--- src/inc/two_wire_defs.vh ---
// Constants for the two-wire bus controller: map, fields, codes, timing
`ifndef TWO_WIRE_DEFS_VH
`define TWO_WIRE_DEFS_VH

// ------------------------------------------------------------
// Register byte addresses
// ------------------------------------------------------------
`define ADR_DIV  8'h00
`define ADR_CTL  8'h04
`define ADR_STAT 8'h08
`define ADR_DATA 8'h0C
`define ADR_OWN  8'h10

// ------------------------------------------------------------
// Control field positions and reset values
// ------------------------------------------------------------
`define BIT_DONE 7
`define BIT_AEN  6
`define BIT_STA  5
`define BIT_STO  4
`define BIT_WCOL 3
`define BIT_EN   2
`define BIT_IE   0
`define REG_RST  8'h00

// ------------------------------------------------------------
// Timing: half period is base plus divider times four to the power of prescale
// ------------------------------------------------------------
`define HALF_BASE 15'h0008
`define LAST_BIT  4'h7
`define ACK_BIT   4'h8

// ------------------------------------------------------------
// Status codes, prescaler bits zero
// ------------------------------------------------------------
`define STS_NONE        8'hF8
`define STS_BUS_ERR     8'h00
`define STS_START       8'h08
`define STS_RSTART      8'h10
`define STS_MTX_ADR_ACK 8'h18
`define STS_MTX_ADR_NAK 8'h20
`define STS_MTX_DAT_ACK 8'h28
`define STS_MTX_DAT_NAK 8'h30
`define STS_ARB_LOST    8'h38
`define STS_MRX_ADR_ACK 8'h40
`define STS_MRX_ADR_NAK 8'h48
`define STS_MRX_DAT_ACK 8'h50
`define STS_MRX_DAT_NAK 8'h58
`define STS_SRX_ADR     8'h60
`define STS_SRX_ARB     8'h68
`define STS_GEN_ADR     8'h70
`define STS_GEN_ARB     8'h78
`define STS_SRX_DAT_ACK 8'h80
`define STS_SRX_DAT_NAK 8'h88
`define STS_GEN_DAT_ACK 8'h90
`define STS_GEN_DAT_NAK 8'h98
`define STS_SLV_STOP    8'hA0
`define STS_STX_ADR     8'hA8
`define STS_STX_ARB     8'hB0
`define STS_STX_DAT_ACK 8'hB8
`define STS_STX_DAT_NAK 8'hC0
`define STS_STX_LAST    8'hC8

`endif

--- src/design/two_wire_master_slave_control.v ---
// Two-wire bus controller, master and slave, behind an APB slave
//
// Notes on behaviour
// - Flag clear: status reads F8
// - Misplaced START/STOP reports status 00
// - Bus error sets the job-done flag
// - Stop plus flag clear recovers, lines released
// - Status F8 needs no software action
// - Repeated start keeps bus ownership
// - Identical traffic from masters: no contention
// - Sending one while reading zero loses
// - Lost in data: idle or restart
// - Lost in address: check own address
// - Divider register sets serial clock rate
// - Job-done flag bit 7, gated interrupt
// - Flag set holds serial clock low; here only as master or addressed slave
// - Write one clears flag, starts next step
// - Acknowledge enable drives ACK on matches
// - Acknowledge enable clear disconnects slave
// - Inaccessible data write flags collision
// - Status code bits 7..3, prescaler 1..0
// - Collision set when flag low, cleared high
//
// Local design decisions: the register addresses and the APB slave port.
`timescale 1ns/1ps
`default_nettype none
`include "two_wire_defs.vh"

module two_wire_master_slave_control (
  input  wire        pclk,
  input  wire        presetn,
  input  wire        pce,
  input  wire        psel,
  input  wire        penable,
  input  wire        pwrite,
  input  wire [7:0]  paddr,
  input  wire [31:0] pwdata,
  output reg  [31:0] prdata,
  output reg         pready,
  output reg         pslverr,
  input  wire        gie,
  output reg         irq,
  input  wire        scl_in,
  output reg         scl_out,
  output reg         scl_oe,
  input  wire        sda_in,
  output reg         sda_out,
  output reg         sda_oe
);

  localparam [2:0] FS_IDLE  = 3'h0;
  localparam [2:0] FS_START = 3'h1;
  localparam [2:0] FS_XFER  = 3'h2;
  localparam [2:0] FS_HOLD  = 3'h3;
  localparam [2:0] FS_STOP  = 3'h4;

  // ------------------------------------------------------------
  // Declarations
  // ------------------------------------------------------------
  reg        scl_m, scl_s, scl_p;
  reg        sda_m, sda_s, sda_p;
  reg [7:0]  div_q, own_q, dat_q, stat_q, sh_q;
  reg [1:0]  pre_q, ph_q;
  reg        done_q, aen_q, sta_q, sto_q, wcol_q, en_q, ie_q;
  reg [2:0]  fsm_q;
  reg [14:0] tcnt_q;
  reg [3:0]  bit_q;
  reg        mst_q, tx_q, adr_q, rd_q, gc_q, lost_q, addd_q;
  reg        ackrx_q, acktx_q, berr_q, busy_q, cont_q, rs_q;
  reg [7:0]  rd_data, ctl_v, end_st;
  reg        map_ok;

  // Own address or enabled general call, only with acknowledge on
  function match;
    input [7:0] b;
    input [7:0] own;
    input       en;
    begin
      match = en & ((b[7:1] == own[7:1]) |
                    ((b[7:1] == 7'h00) & own[0]));
    end
  endfunction

  // ------------------------------------------------------------
  // Bus line events
  // ------------------------------------------------------------
  wire scl_rise  = scl_s & ~scl_p;
  wire scl_fall  = ~scl_s & scl_p;
  wire start_det = scl_s & scl_p & sda_p & ~sda_s;
  wire stop_det  = scl_s & scl_p & ~sda_p & sda_s;

  // Half period of the generated clock
  wire [14:0] half_w = `HALF_BASE +
                       ({7'h00, div_q} << {pre_q, 1'b0});
  wire        tdone  = (tcnt_q >= half_w);
  wire [14:0] tnext  = tcnt_q + 15'h0001;

  // ------------------------------------------------------------
  // APB decode; a write lands at the completing edge only
  // ------------------------------------------------------------
  wire wr     = psel & penable & pready & pwrite;
  wire wr_div = wr & (paddr == `ADR_DIV);
  wire wr_ctl = wr & (paddr == `ADR_CTL);
  wire wr_st  = wr & (paddr == `ADR_STAT);
  wire wr_dat = wr & (paddr == `ADR_DATA);
  wire wr_own = wr & (paddr == `ADR_OWN);
  wire [7:0] stat_view = done_q ? stat_q : `STS_NONE;

  // Read mux; unmapped addresses read zero with an error
  always @* begin
    ctl_v = 8'h00;
    ctl_v[`BIT_DONE] = done_q;
    ctl_v[`BIT_AEN]  = aen_q;
    ctl_v[`BIT_STA]  = sta_q;
    ctl_v[`BIT_STO]  = sto_q;
    ctl_v[`BIT_WCOL] = wcol_q;
    ctl_v[`BIT_EN]   = en_q;
    ctl_v[`BIT_IE]   = ie_q;
    map_ok = 1'b1;
    case (paddr)
      `ADR_DIV:  rd_data = div_q;
      `ADR_CTL:  rd_data = ctl_v;
      `ADR_STAT: rd_data = {stat_view[7:3], 1'b0, pre_q};
      `ADR_DATA: rd_data = dat_q;
      `ADR_OWN:  rd_data = own_q;
      default: begin
        rd_data = 8'h00;
        map_ok  = 1'b0;
      end
    endcase
  end

  // Status at the end of a byte, from role and acknowledge
  always @* begin
    if (lost_q & ~addd_q)
      end_st = `STS_ARB_LOST;
    else if (mst_q & adr_q) begin
      if (rd_q)
        end_st = ackrx_q ? `STS_MRX_ADR_ACK : `STS_MRX_ADR_NAK;
      else
        end_st = ackrx_q ? `STS_MTX_ADR_ACK : `STS_MTX_ADR_NAK;
    end else if (mst_q) begin
      if (tx_q)
        end_st = ackrx_q ? `STS_MTX_DAT_ACK : `STS_MTX_DAT_NAK;
      else
        end_st = acktx_q ? `STS_MRX_DAT_ACK : `STS_MRX_DAT_NAK;
    end else if (adr_q) begin
      if (rd_q)
        end_st = lost_q ? `STS_STX_ARB : `STS_STX_ADR;
      else if (gc_q)
        end_st = lost_q ? `STS_GEN_ARB : `STS_GEN_ADR;
      else
        end_st = lost_q ? `STS_SRX_ARB : `STS_SRX_ADR;
    end else if (tx_q) begin
      if (!ackrx_q)
        end_st = `STS_STX_DAT_NAK;
      else
        end_st = aen_q ? `STS_STX_DAT_ACK : `STS_STX_LAST;
    end else if (gc_q)
      end_st = acktx_q ? `STS_GEN_DAT_ACK : `STS_GEN_DAT_NAK;
    else
      end_st = acktx_q ? `STS_SRX_DAT_ACK : `STS_SRX_DAT_NAK;
  end

  // ------------------------------------------------------------
  // Pin synchronisers; third stage is the edge reference
  // ------------------------------------------------------------
  always @(posedge pclk or negedge presetn) begin
    if (!presetn) begin
      scl_m <= 1'b1;
      scl_s <= 1'b1;
      scl_p <= 1'b1;
      sda_m <= 1'b1;
      sda_s <= 1'b1;
      sda_p <= 1'b1;
    end else if (pce) begin
      scl_m <= scl_in;
      scl_s <= scl_m;
      scl_p <= scl_s;
      sda_m <= sda_in;
      sda_s <= sda_m;
      sda_p <= sda_s;
    end
  end

  // ------------------------------------------------------------
  // Registers, bus engine and APB answer in one process so that
  // hardware and software updates of shared bits have one driver
  // ------------------------------------------------------------
  always @(posedge pclk or negedge presetn) begin
    if (!presetn) begin
      prdata  <= 32'h00000000;
      pready  <= 1'b0;
      pslverr <= 1'b0;
      irq     <= 1'b0;
      scl_out <= 1'b0;
      sda_out <= 1'b0;
      scl_oe  <= 1'b0;
      sda_oe  <= 1'b0;
      div_q   <= `REG_RST;
      own_q   <= `REG_RST;
      dat_q   <= `REG_RST;
      stat_q  <= `STS_NONE;
      sh_q    <= `REG_RST;
      pre_q   <= 2'h0;
      ph_q    <= 2'h0;
      done_q  <= 1'b0;
      aen_q   <= 1'b0;
      sta_q   <= 1'b0;
      sto_q   <= 1'b0;
      wcol_q  <= 1'b0;
      en_q    <= 1'b0;
      ie_q    <= 1'b0;
      fsm_q   <= FS_IDLE;
      tcnt_q  <= 15'h0000;
      bit_q   <= 4'h0;
      mst_q   <= 1'b0;
      tx_q    <= 1'b0;
      adr_q   <= 1'b0;
      rd_q    <= 1'b0;
      gc_q    <= 1'b0;
      lost_q  <= 1'b0;
      addd_q  <= 1'b0;
      ackrx_q <= 1'b0;
      acktx_q <= 1'b0;
      berr_q  <= 1'b0;
      busy_q  <= 1'b0;
      cont_q  <= 1'b0;
      rs_q    <= 1'b0;
    end else if (pce) begin
      // One wait state: ready rises in the second access cycle
      pready  <= psel & penable & ~pready;
      pslverr <= psel & penable & ~pready & ~map_ok;
      if (psel & penable & ~pready)
        prdata <= {24'h000000, rd_data};
      irq     <= done_q & ie_q & gie;
      scl_out <= 1'b0;
      sda_out <= 1'b0;
      // Software writes
      if (wr_div)
        div_q <= pwdata[7:0];
      if (wr_own)
        own_q <= pwdata[7:0];
      if (wr_st)
        pre_q <= pwdata[1:0];
      if (wr_ctl) begin
        aen_q <= pwdata[`BIT_AEN];
        sta_q <= pwdata[`BIT_STA];
        sto_q <= pwdata[`BIT_STO];
        en_q  <= pwdata[`BIT_EN];
        ie_q  <= pwdata[`BIT_IE];
        if (pwdata[`BIT_DONE])
          done_q <= 1'b0;
      end
      // Data only writable while the flag is up
      if (wr_dat) begin
        if (done_q) begin
          dat_q  <= pwdata[7:0];
          wcol_q <= 1'b0;
        end else
          wcol_q <= 1'b1;
      end
      // Bus busy between any START and STOP seen
      if (start_det)
        busy_q <= 1'b1;
      else if (stop_det)
        busy_q <= 1'b0;

      case (fsm_q)
        // Watch for an address, or claim a free bus
        FS_IDLE: begin
          scl_oe <= 1'b0;
          sda_oe <= 1'b0;
          mst_q  <= 1'b0;
          addd_q <= 1'b0;
          lost_q <= 1'b0;
          if (en_q & start_det) begin
            fsm_q <= FS_XFER;
            adr_q <= 1'b1;
            tx_q  <= 1'b0;
            bit_q <= 4'h0;
          end else if (en_q & sta_q & ~busy_q) begin
            fsm_q  <= FS_START;
            ph_q   <= 2'h0;
            tcnt_q <= 15'h0000;
            rs_q   <= 1'b0;
          end
        end

        // START or repeated START; phases 2 and 3 raise lines
        FS_START: begin
          case (ph_q)
            2'h0: begin
              if (start_det) begin
                fsm_q <= FS_XFER;
                adr_q <= 1'b1;
                tx_q  <= 1'b0;
                bit_q <= 4'h0;
              end else if (tdone) begin
                sda_oe <= 1'b1;
                ph_q   <= 2'h1;
                tcnt_q <= 15'h0000;
              end else
                tcnt_q <= tnext;
            end
            2'h1: begin
              if (tdone) begin
                scl_oe <= 1'b1;
                done_q <= 1'b1;
                stat_q <= rs_q ? `STS_RSTART : `STS_START;
                mst_q  <= 1'b1;
                adr_q  <= 1'b1;
                tx_q   <= 1'b1;
                cont_q <= 1'b0;
                fsm_q  <= FS_HOLD;
              end else
                tcnt_q <= tnext;
            end
            2'h2: begin
              sda_oe <= 1'b0;
              if (tdone) begin
                scl_oe <= 1'b0;
                ph_q   <= 2'h3;
                tcnt_q <= 15'h0000;
              end else
                tcnt_q <= tnext;
            end
            default: begin
              if (!scl_s)
                tcnt_q <= 15'h0000;
              else if (tdone) begin
                ph_q   <= 2'h0;
                tcnt_q <= 15'h0000;
              end else
                tcnt_q <= tnext;
            end
          endcase
        end

        // Bit transfer for every role
        FS_XFER: begin
          // Clock generation; waits while a slave stretches
          if (mst_q) begin
            if (scl_oe) begin
              if (tdone) begin
                scl_oe <= 1'b0;
                tcnt_q <= 15'h0000;
              end else
                tcnt_q <= tnext;
            end else if (!scl_s)
              tcnt_q <= 15'h0000;
            else if (tdone) begin
              scl_oe <= 1'b1;
              tcnt_q <= 15'h0000;
            end else
              tcnt_q <= tnext;
          end
          if ((start_det | stop_det) & (bit_q != 4'h0)) begin
            berr_q <= 1'b1;
            done_q <= 1'b1;
            stat_q <= `STS_BUS_ERR;
            scl_oe <= 1'b0;
            sda_oe <= 1'b0;
            mst_q  <= 1'b0;
            fsm_q  <= FS_HOLD;
          end else if (stop_det) begin
            scl_oe <= 1'b0;
            sda_oe <= 1'b0;
            if (addd_q & ~mst_q) begin
              done_q <= 1'b1;
              stat_q <= `STS_SLV_STOP;
              cont_q <= 1'b0;
              addd_q <= 1'b0;
              fsm_q  <= FS_HOLD;
            end else
              fsm_q <= FS_IDLE;
          end else if (start_det & ~mst_q) begin
            adr_q  <= 1'b1;
            tx_q   <= 1'b0;
            addd_q <= 1'b0;
            lost_q <= 1'b0;
            sda_oe <= 1'b0;
          end else if (scl_rise) begin
            if (bit_q != `ACK_BIT) begin
              sh_q <= {sh_q[6:0], sda_s};
              // Only a driven one read back as zero loses
              if (mst_q & tx_q & sh_q[7] & ~sda_s) begin
                lost_q <= 1'b1;
                mst_q  <= 1'b0;
                tx_q   <= 1'b0;
                scl_oe <= 1'b0;
              end
            end else if (tx_q)
              ackrx_q <= ~sda_s;
          end else if (scl_fall) begin
            if (bit_q == `LAST_BIT) begin
              bit_q <= `ACK_BIT;
              if (adr_q & ~mst_q) begin
                if (match(sh_q, own_q, aen_q)) begin
                  sda_oe  <= 1'b1;
                  addd_q  <= 1'b1;
                  acktx_q <= 1'b1;
                  gc_q    <= (sh_q[7:1] == 7'h00);
                  rd_q    <= sh_q[0];
                end else begin
                  sda_oe <= 1'b0;
                  if (!lost_q)
                    fsm_q <= FS_IDLE;
                end
              end else if (adr_q) begin
                sda_oe <= 1'b0;
                rd_q   <= sh_q[0];
              end else if (~tx_q & ~lost_q) begin
                sda_oe  <= aen_q;
                acktx_q <= aen_q;
              end else
                sda_oe <= 1'b0;
            end else if (bit_q == `ACK_BIT) begin
              // Byte done: report; hold the clock if master or addressed
              done_q <= 1'b1;
              stat_q <= end_st;
              dat_q  <= sh_q;
              sda_oe <= 1'b0;
              bit_q  <= 4'h0;
              adr_q  <= 1'b0;
              fsm_q  <= FS_HOLD;
              scl_oe <= mst_q | addd_q;
              if (adr_q)
                tx_q <= mst_q ? ~rd_q : rd_q;
              cont_q <= addd_q & (tx_q ? (ackrx_q & aen_q) : acktx_q);
            end else begin
              bit_q  <= bit_q + 4'h1;
              sda_oe <= tx_q & ~sh_q[7];
            end
          end
        end
        // Flag up: wait for software, clock held if owned
        FS_HOLD: begin
          if (!done_q) begin
            tcnt_q <= 15'h0000;
            if (berr_q) begin
              berr_q <= 1'b0;
              sto_q  <= 1'b0;
              addd_q <= 1'b0;
              fsm_q  <= FS_IDLE;
            end else if (mst_q & sto_q) begin
              fsm_q <= FS_STOP;
              ph_q  <= 2'h0;
            end else if (mst_q & sta_q) begin
              fsm_q <= FS_START;
              ph_q  <= 2'h2;
              rs_q  <= 1'b1;
            end else if (mst_q | cont_q) begin
              fsm_q  <= FS_XFER;
              sh_q   <= dat_q;
              bit_q  <= 4'h0;
              sda_oe <= tx_q & ~dat_q[7];
              scl_oe <= mst_q;
            end else begin
              sto_q  <= 1'b0;
              scl_oe <= 1'b0;
              fsm_q  <= FS_IDLE;
            end
          end
        end
        // STOP: data low, clock up, then data up
        FS_STOP: begin
          if (ph_q == 2'h0) begin
            sda_oe <= 1'b1;
            if (tdone) begin
              scl_oe <= 1'b0;
              ph_q   <= 2'h1;
              tcnt_q <= 15'h0000;
            end else
              tcnt_q <= tnext;
          end else if (!scl_s)
            tcnt_q <= 15'h0000;
          else if (tdone) begin
            sda_oe <= 1'b0;
            sto_q  <= 1'b0;
            mst_q  <= 1'b0;
            fsm_q  <= FS_IDLE;
          end else
            tcnt_q <= tnext;
        end

        default: fsm_q <= FS_IDLE;
      endcase

      // Disable ends any traffic at once
      if (!en_q) begin
        fsm_q  <= FS_IDLE;
        scl_oe <= 1'b0;
        sda_oe <= 1'b0;
        mst_q  <= 1'b0;
      end
    end
  end

endmodule // two_wire_master_slave_control

`default_nettype wire

--- config.mk ---
export PLATFORM = sky130hd
export DESIGN_NAME = two_wire_master_slave_control
export DESIGN_NICKNAME = d
export VERILOG_FILES = /design/src/design/two_wire_master_slave_control.v
export VERILOG_INCLUDE_DIRS = /design/src /design/src/inc
export SDC_FILE = /design/constraint.sdc
export NUM_CORES = 1
export LEC_CHECK = 0
export ABC_AREA = 1
export BUFFER_PORTS_ARGS = -buffer_cell sky130_fd_sc_hd__buf_2
export CAP_MARGIN = 15
export CORE_MARGIN = 5
export CORE_UTILIZATION = 50
export DETAILED_ROUTE_END_ITERATION = 6
export PLACE_DENSITY = 0.79
export SLEW_MARGIN = 20
export SYNTH_ARGS = -nofsm -noshare
export SYNTH_HDL_FRONTEND = slang
export SYNTH_SLANG_ARGS = --single-unit
--- constraint.sdc ---
create_clock -name pclk -period 7 [get_ports pclk]
set_clock_uncertainty 0.05 [all_clocks]
set_input_delay 0.35 -clock pclk [delete_from_list [all_inputs] [get_ports pclk]]
set_output_delay 0.35 -clock pclk [all_outputs]
set_load 0.02 [all_outputs]
==> impl_metrics.csv, run 1 <==
group,metric,value,unit
sta,fin_setup_tns,0,ns
sta,drv_slew,0,
clock_network,cts_root_buf,"clkbuf_16",
floorplanning,die-area,17300,sq um
drt,vias,7212,
drt,drt_iter0_markers,811,
synthesis,synth_area_per_cell,6.96,sq um
synthesis,synth-async-reset-ratio,100,%
layout,area_growth,7.37,%
power_and_ir_drop,cellPowerDensity,162,nW/um^2
power_and_ir_drop,vdd_ir_drop_max,108,uV
synthesis,synth_edf_count,0,
placed_design,dp_hpwl,15600,um
synthesis,netlist.area_leader.share,30.8,%
critical_path,required,7.20,ns
clock_network,clk_pin_slew,0.08,ns
placed_design,gp_congestion,0.984,
floorplanning,num_rows,44,
clock_network,cts_setup_buffers,0,
layout,regArea,2570,sq um
drt,viasPerCell,5.64,
synthesis,synthFlopType,"dfrtp_1",
sta,max_freq,224,MHz
sta,tightestPinTransition,0.919,ns
drt,drc,1,
outcome,status,"finished, violations left",
synthesis,yosys-top-cells-area,"dfrtp_1 (31%), nand2_1 (13%), o21ai_0 (8.9%), inv_1 (6.2%), nor2_1 (4.6%)",
power_and_ir_drop,total_power,1.29,mW
floorplanning,die_height,132,um
synthesis,netlist_area,7400,sq um
synthesis,synth_top_cell_by_area,"dfrtp_1",
critical_path,worst-path-max-fanout,18,
floorplanning,io-pin-count,88,
clock_network,cts-resized-gates,0,
outcome,violations,"design-rule violations",
sta,finalCritPeriodShare,63.8,%
critical_path,crit_type,"reg2reg",
clock_network,clockBufferDepth,2,
clock_network,cts.sinks,102,
clock_network,ctsHoldBuffers,1,
synthesis,synth_commonest_cells,"nand2_1 (265), o21ai_0 (132), inv_1 (122)",
global_routing,grt_pass1_wl,33600,um
synthesis,synth_cells,1063,
synthesis,synth_warnings,0,
clock_network,clk_latency,0.37,ns
clock_network,cts_max_level,3,
global_routing,grt_max_degree,60,
critical_path,worstPathArrival,4.66,ns
layout,nets,1163,
layout,multiInputGateArea,4120,sq um
global_routing,antenna_found_initial,0,
power_and_ir_drop,p_leak,3.75,nW
layout,fillers,1437,
critical_path,critPathLaunchType,"flip-flop",
synthesis,synthDistinctLibCells,54,
global_routing,grt_usage,23.4,%
sta,setup_viol,0,
sta,hold_viol_final,0,
layout,antenna_cells,0,
drt,wl_per_cell,16.1,um
clock_network,tritoncts,"built",
worst_hold_path,min_path_type,"in2reg",
sta,period_needed,4.46,ns
global_routing,overflow,0,
floorplanning,start_util,50.9,%
synthesis,ys_ff_latch,102,
layout,final_layout_size_suffix_gt1_share,10.9,%
sta,rsz0062_at_grt,"no",
drt,routed_wirelength,20600,um
floorplanning,dieWidth,132,um
critical_path,critPathCaptureType,"flip-flop",
sta,timing.slew.headroom,38.3,%
run,max_cap_viol_count,0,
placed_design,portBuffers,37,
global_routing,grt_pass1_vias,6595,
floorplanning,core_area,14500,sq um
drt,ant_nets,0,
synthesis,synth_seq_area_share,34.7,%
drt,drt-pass1-iter-count,7,
clock_network,cts_made_buffers,9,
synthesis,yosysMostFrequentCell,"nand2_1",
==> layout by cell type (no fill, tap or decap), drive strengths merged, types with 2 or more instances in the layout <==
master,count
nand2,275
o21ai,138
inv,136
nor2,99
dfrtp,91
nand3,58
a21oi,53
buf,39
conb,27
ha,25
o22ai,16
nand4,16
nor3,16
o211ai,12
xnor2,11
dfstp,11
a31oi,9
clkbuf,9
xor2,8
or2,7
nor4,5
nor3b,4
o2111ai,4
clkinv,4
o31ai,3
a211oi,3
nand3b,2
==> final timing paths <==
path	end	startpoint	slack, ns	cells after the start
max in group asynchronous	own_q[0]	presetn	5.26	3
min reg2reg	sda_m	sda_m	0.42	2
max reg2reg	tcnt_q[0]	pre_q[0]	2.54	24
min	sda_m	sda_in	0.12	3
max	tcnt_q[0]	pre_q[0]	2.54	24
min in group asynchronous	tcnt_q[10]	presetn	0.48	2
==> where the power goes <==
part	internal, mW	switching (mW)
logic	0.0346	0.0924
clock network	0.286	0.252
registers	0.611	0.0148
==> cell families (layout without fill, tap and decap cells) <==
family	count (synthesis)	in the layout	share of synthesized area, %
compound gates	247	247	18.7
xor+xnor	19	19	2.25
fa+ha+maj	25	25	4.23
buf+inv	185	191	11.0
flops	102	102	34.7
mux	1	1	0.135
other cells	2	27	0.101
simple gates	482	482	28.9
==> critical path, stage by stage, from the launching register on <==
cell and delay, ns:
dfrtp_1 0.55, inv_1 0.25, or2_2 0.14, o21ai_0 0.09, o21ai_0 0.24, ha_1 0.23
nand2_1 0.06, nor2_1 0.18, nand3_1 0.15, nor3_2 0.16, xnor2_1 0.14, inv_1 0.06
ha_1 0.27, nand2_1 0.04, nor2_1 0.11, nand3_1 0.08, nor2_1 0.09, nand2_1 0.07
nand2_2 0.31, inv_1 0.35, ha_1 0.28, o21ai_0 0.06, a31oi_1 0.06, o21ai_0 0.20
o21ai_0 0.11
==> routing by layer <==
layer,vias up,routed length [um],share of wire (%),global-route usage (%)
li1,3523,-,-,-
met1,3313,8890,43,33.0
met2,331,9510,46,37.2
met3,45,1700,8.3,3.52
met4,0,471,2.3,7.66
met5,-,0,0,0
==> registers in the layout (all words and copies together) (netlist names), 2 cells and up <==
register / count
sh_q: 8
dat_q: 8
bit_q: 4
tcnt_q: 15
ph_q: 2
prdata: 8
div_q: 8
fsm_q: 3
own_q: 8
stat_q: 5
pre_q: 2
==> metrics by stage <==
step,instance area (sq um),hold slack [ns],instances,util (%),setup slack (ns)
floorplan,7500,0.00441,1088,-,3.52
global placement,7620,0.349,1261,52.4,2.68
detailed placement,7620,0.350,1261,52.4,2.58
CTS,7950,0.116,1278,54.7,2.59
global route,7950,0.120,1278,54.7,2.09
finish,7950,0.125,1278,54.7,2.54
==> area by class of cell <==
class / instances / share of cell area (%)
Inverter: 135 / 6.39
Tap cell: 184 / 2.90
Multi-Input combinational cell: 801 / 51.8
Clock inverter: 7 / 1.13
Clock buffer: 9 / 2.83
Timing Repair Buffer: 40 / 2.68
Sequential cell: 102 / 32.3
Note: power is estimated with default switching activity, not from simulation.
==> inputs of run 2 (changes only) <==
Settings changed: PLACE_DENSITY 0.79 to 0.82.
Clock period 7 ns to 3.85 ns, I/O delays scaled along.
==> impl_metrics.csv, run 2 (same netlist as run 1, synthesis figures left out) <==
group,metric,value,unit
placed_design,dp_hpwl,15800,um
layout,top_register,"tcnt_q",
power_and_ir_drop,p_leak,3.84,nW
clock_network,tritoncts,"built",
global_routing,overflow,0,
power_and_ir_drop,cellPowerDensity,293,nW/um^2
sta,fin_setup_tns,0,ns
power_and_ir_drop,vdd_ir_drop_max,285,uV
layout,antenna_cells,0,
global_routing,grt_pass1_vias,6807,
drt,drt-pass1-iter-count,7,
critical_path,worstPathArrival,3.74,ns
clock_network,cts_max_level,3,
outcome,status,"finished, violations left",
placed_design,portBuffers,37,
layout,largest_reg_flops,15,
drt,ant_nets,0,
outcome,violations,"design-rule violations",
floorplanning,num_rows,44,
layout,post-route-util,55.8,%
sta,max_freq,282,MHz
floorplanning,dieWidth,132,um
sta,timing.slew.headroom,37.6,%
sta,setup_viol,0,
layout,final_layout_size_suffix_gt1_share,12.6,%
clock_network,cts.sinks,102,
global_routing,grt_usage,23.9,%
global_routing,grt_max_degree,81,
drt,viasPerCell,5.68,
clock_network,clk_pin_slew,0.08,ns
layout,fillers,1417,
clock_network,cts_root_buf,"clkbuf_16",
clock_network,clk_latency,0.37,ns
layout,area_growth,9.52,%
sta,period_needed,3.55,ns
sta,hold_viol_final,0,
critical_path,worst-path-max-fanout,9,
drt,drt_iter0_markers,817,
global_routing,antenna_found_initial,0,
critical_path,crit_type,"reg2reg",
worst_hold_path,min_path_type,"in2reg",
power_and_ir_drop,total_power,2.37,mW
layout,mostFrequentLayoutCell,"nand2_1",
sta,finalCritPeriodShare,92.1,%
placed_design,gp_congestion,0.941,
floorplanning,die_height,132,um
layout,nets,1177,
floorplanning,start_util,50.9,%
drt,routed_wirelength,21200,um
floorplanning,io-pin-count,88,
critical_path,critPathLaunchType,"flip-flop",
clock_network,cts_made_buffers,9,
drt,vias,7345,
clock_network,clockBufferDepth,2,
drt,drc,1,
global_routing,grt_pass1_wl,34300,um
layout,layout_common_cells,"nand2_1 (264), o21ai_0 (127), inv_1 (121), nor2_1 (89), dfrtp_1 (89)",
floorplanning,core_area,14500,sq um
critical_path,required,4.04,ns
floorplanning,die-area,17300,sq um
sta,drv_slew,0,
run,max_cap_viol_count,0,
drt,wl_per_cell,16.4,um
critical_path,critPathCaptureType,"flip-flop",
sta,tightestPinTransition,0.929,ns
run 2: worst max-delay path, stage by stage (launching register included):
cell and delay [ns]:
dfrtp_2 0.44, inv_1 0.08, or2_2 0.10, o21ai_1 0.08
o21ai_1 0.20, ha_2 0.22, nand2_1 0.09, nor2_4 0.15
nand3_2 0.10, nor3_2 0.19, xnor2_1 0.14, inv_1 0.06
ha_1 0.27, nand2_1 0.06, nor2_2 0.11, nand3_1 0.08
nor2_1 0.09, nand2_1 0.09, nand2_4 0.13, inv_2 0.08
buf_4 0.17, nand2_1 0.13, o211ai_2 0.14, nor3b_1 0.17
run 2: report_power, final:
| part | internal, mW | total, mW | leakage (nW) | switching [mW] |
|---|---|---|---|---|
| Clock | 0.535 | 0.994 | 0.156 | 0.460 |
| Combinational | 0.0682 | 0.241 | 2.41 | 0.172 |
| Sequential | 1.11 | 1.14 | 1.27 | 0.0276 |
| Total | 1.71 | 2.37 | 3.84 | 0.660 |
run 2: per-layer routing:
metal,routed length (um),vias to the layer above,global-route usage (%)
li1,-,3561,-
met1,8700,3383,31.6
met2,9940,347,37.7
met3,1940,54,6.73
met4,592,0,8.34
met5,0,-,0
run 2: timing repair:
item,CTS,global route
hold endpoints to repair,2,74
gates resized for setup,1,17
endpoints found under the setup margin,1,31
hold buffers,2,1
buffers inserted,0,6
pin swaps,0,3
run 2: metrics by stage:
stage / cells / area (sq um) / setup slack [ns] / hold WS, ns
6_report: 1292 / 8110 / 0.303 / 0.0851
5_1_grt: 1292 / 8110 / -0.0431 / 0.114
4_1_cts: 1285 / 8000 / 0.0700 / 0.0304
3_5_place_dp: 1267 / 7670 / 0.0108 / 0.354
3_3_place_gp: 1267 / 7670 / 0.233 / 0.343
2_1_floorplan: 1088 / 7500 / 0.370 / -0.153
run 2: final timing paths:
check	start	to	slack (ns)	depth (start not counted)
max in group asynchronous	presetn	scl_p	2.47	3
max reg2reg	pre_q[0]	tcnt_q[10]	0.30	23
min	gie	irq	0.09	3
max	pre_q[0]	tcnt_q[10]	0.30	23
min in group asynchronous	presetn	tcnt_q[6]	0.41	2
min reg2reg	sda_m	sda_m	0.41	2
run 2: area by class of cell:
type | instances | area (sq um) | area share, %
Clock buffer | 10 | 239 | 2.95
Tap cell | 184 | 230 | 2.84
Sequential cell | 102 | 2570 | 31.7
Clock inverter | 6 | 76.3 | 0.942
Timing Repair Buffer | 54 | 335 | 4.14
Inverter | 135 | 508 | 6.27
Multi-Input combinational cell | 801 | 4150 | 51.2
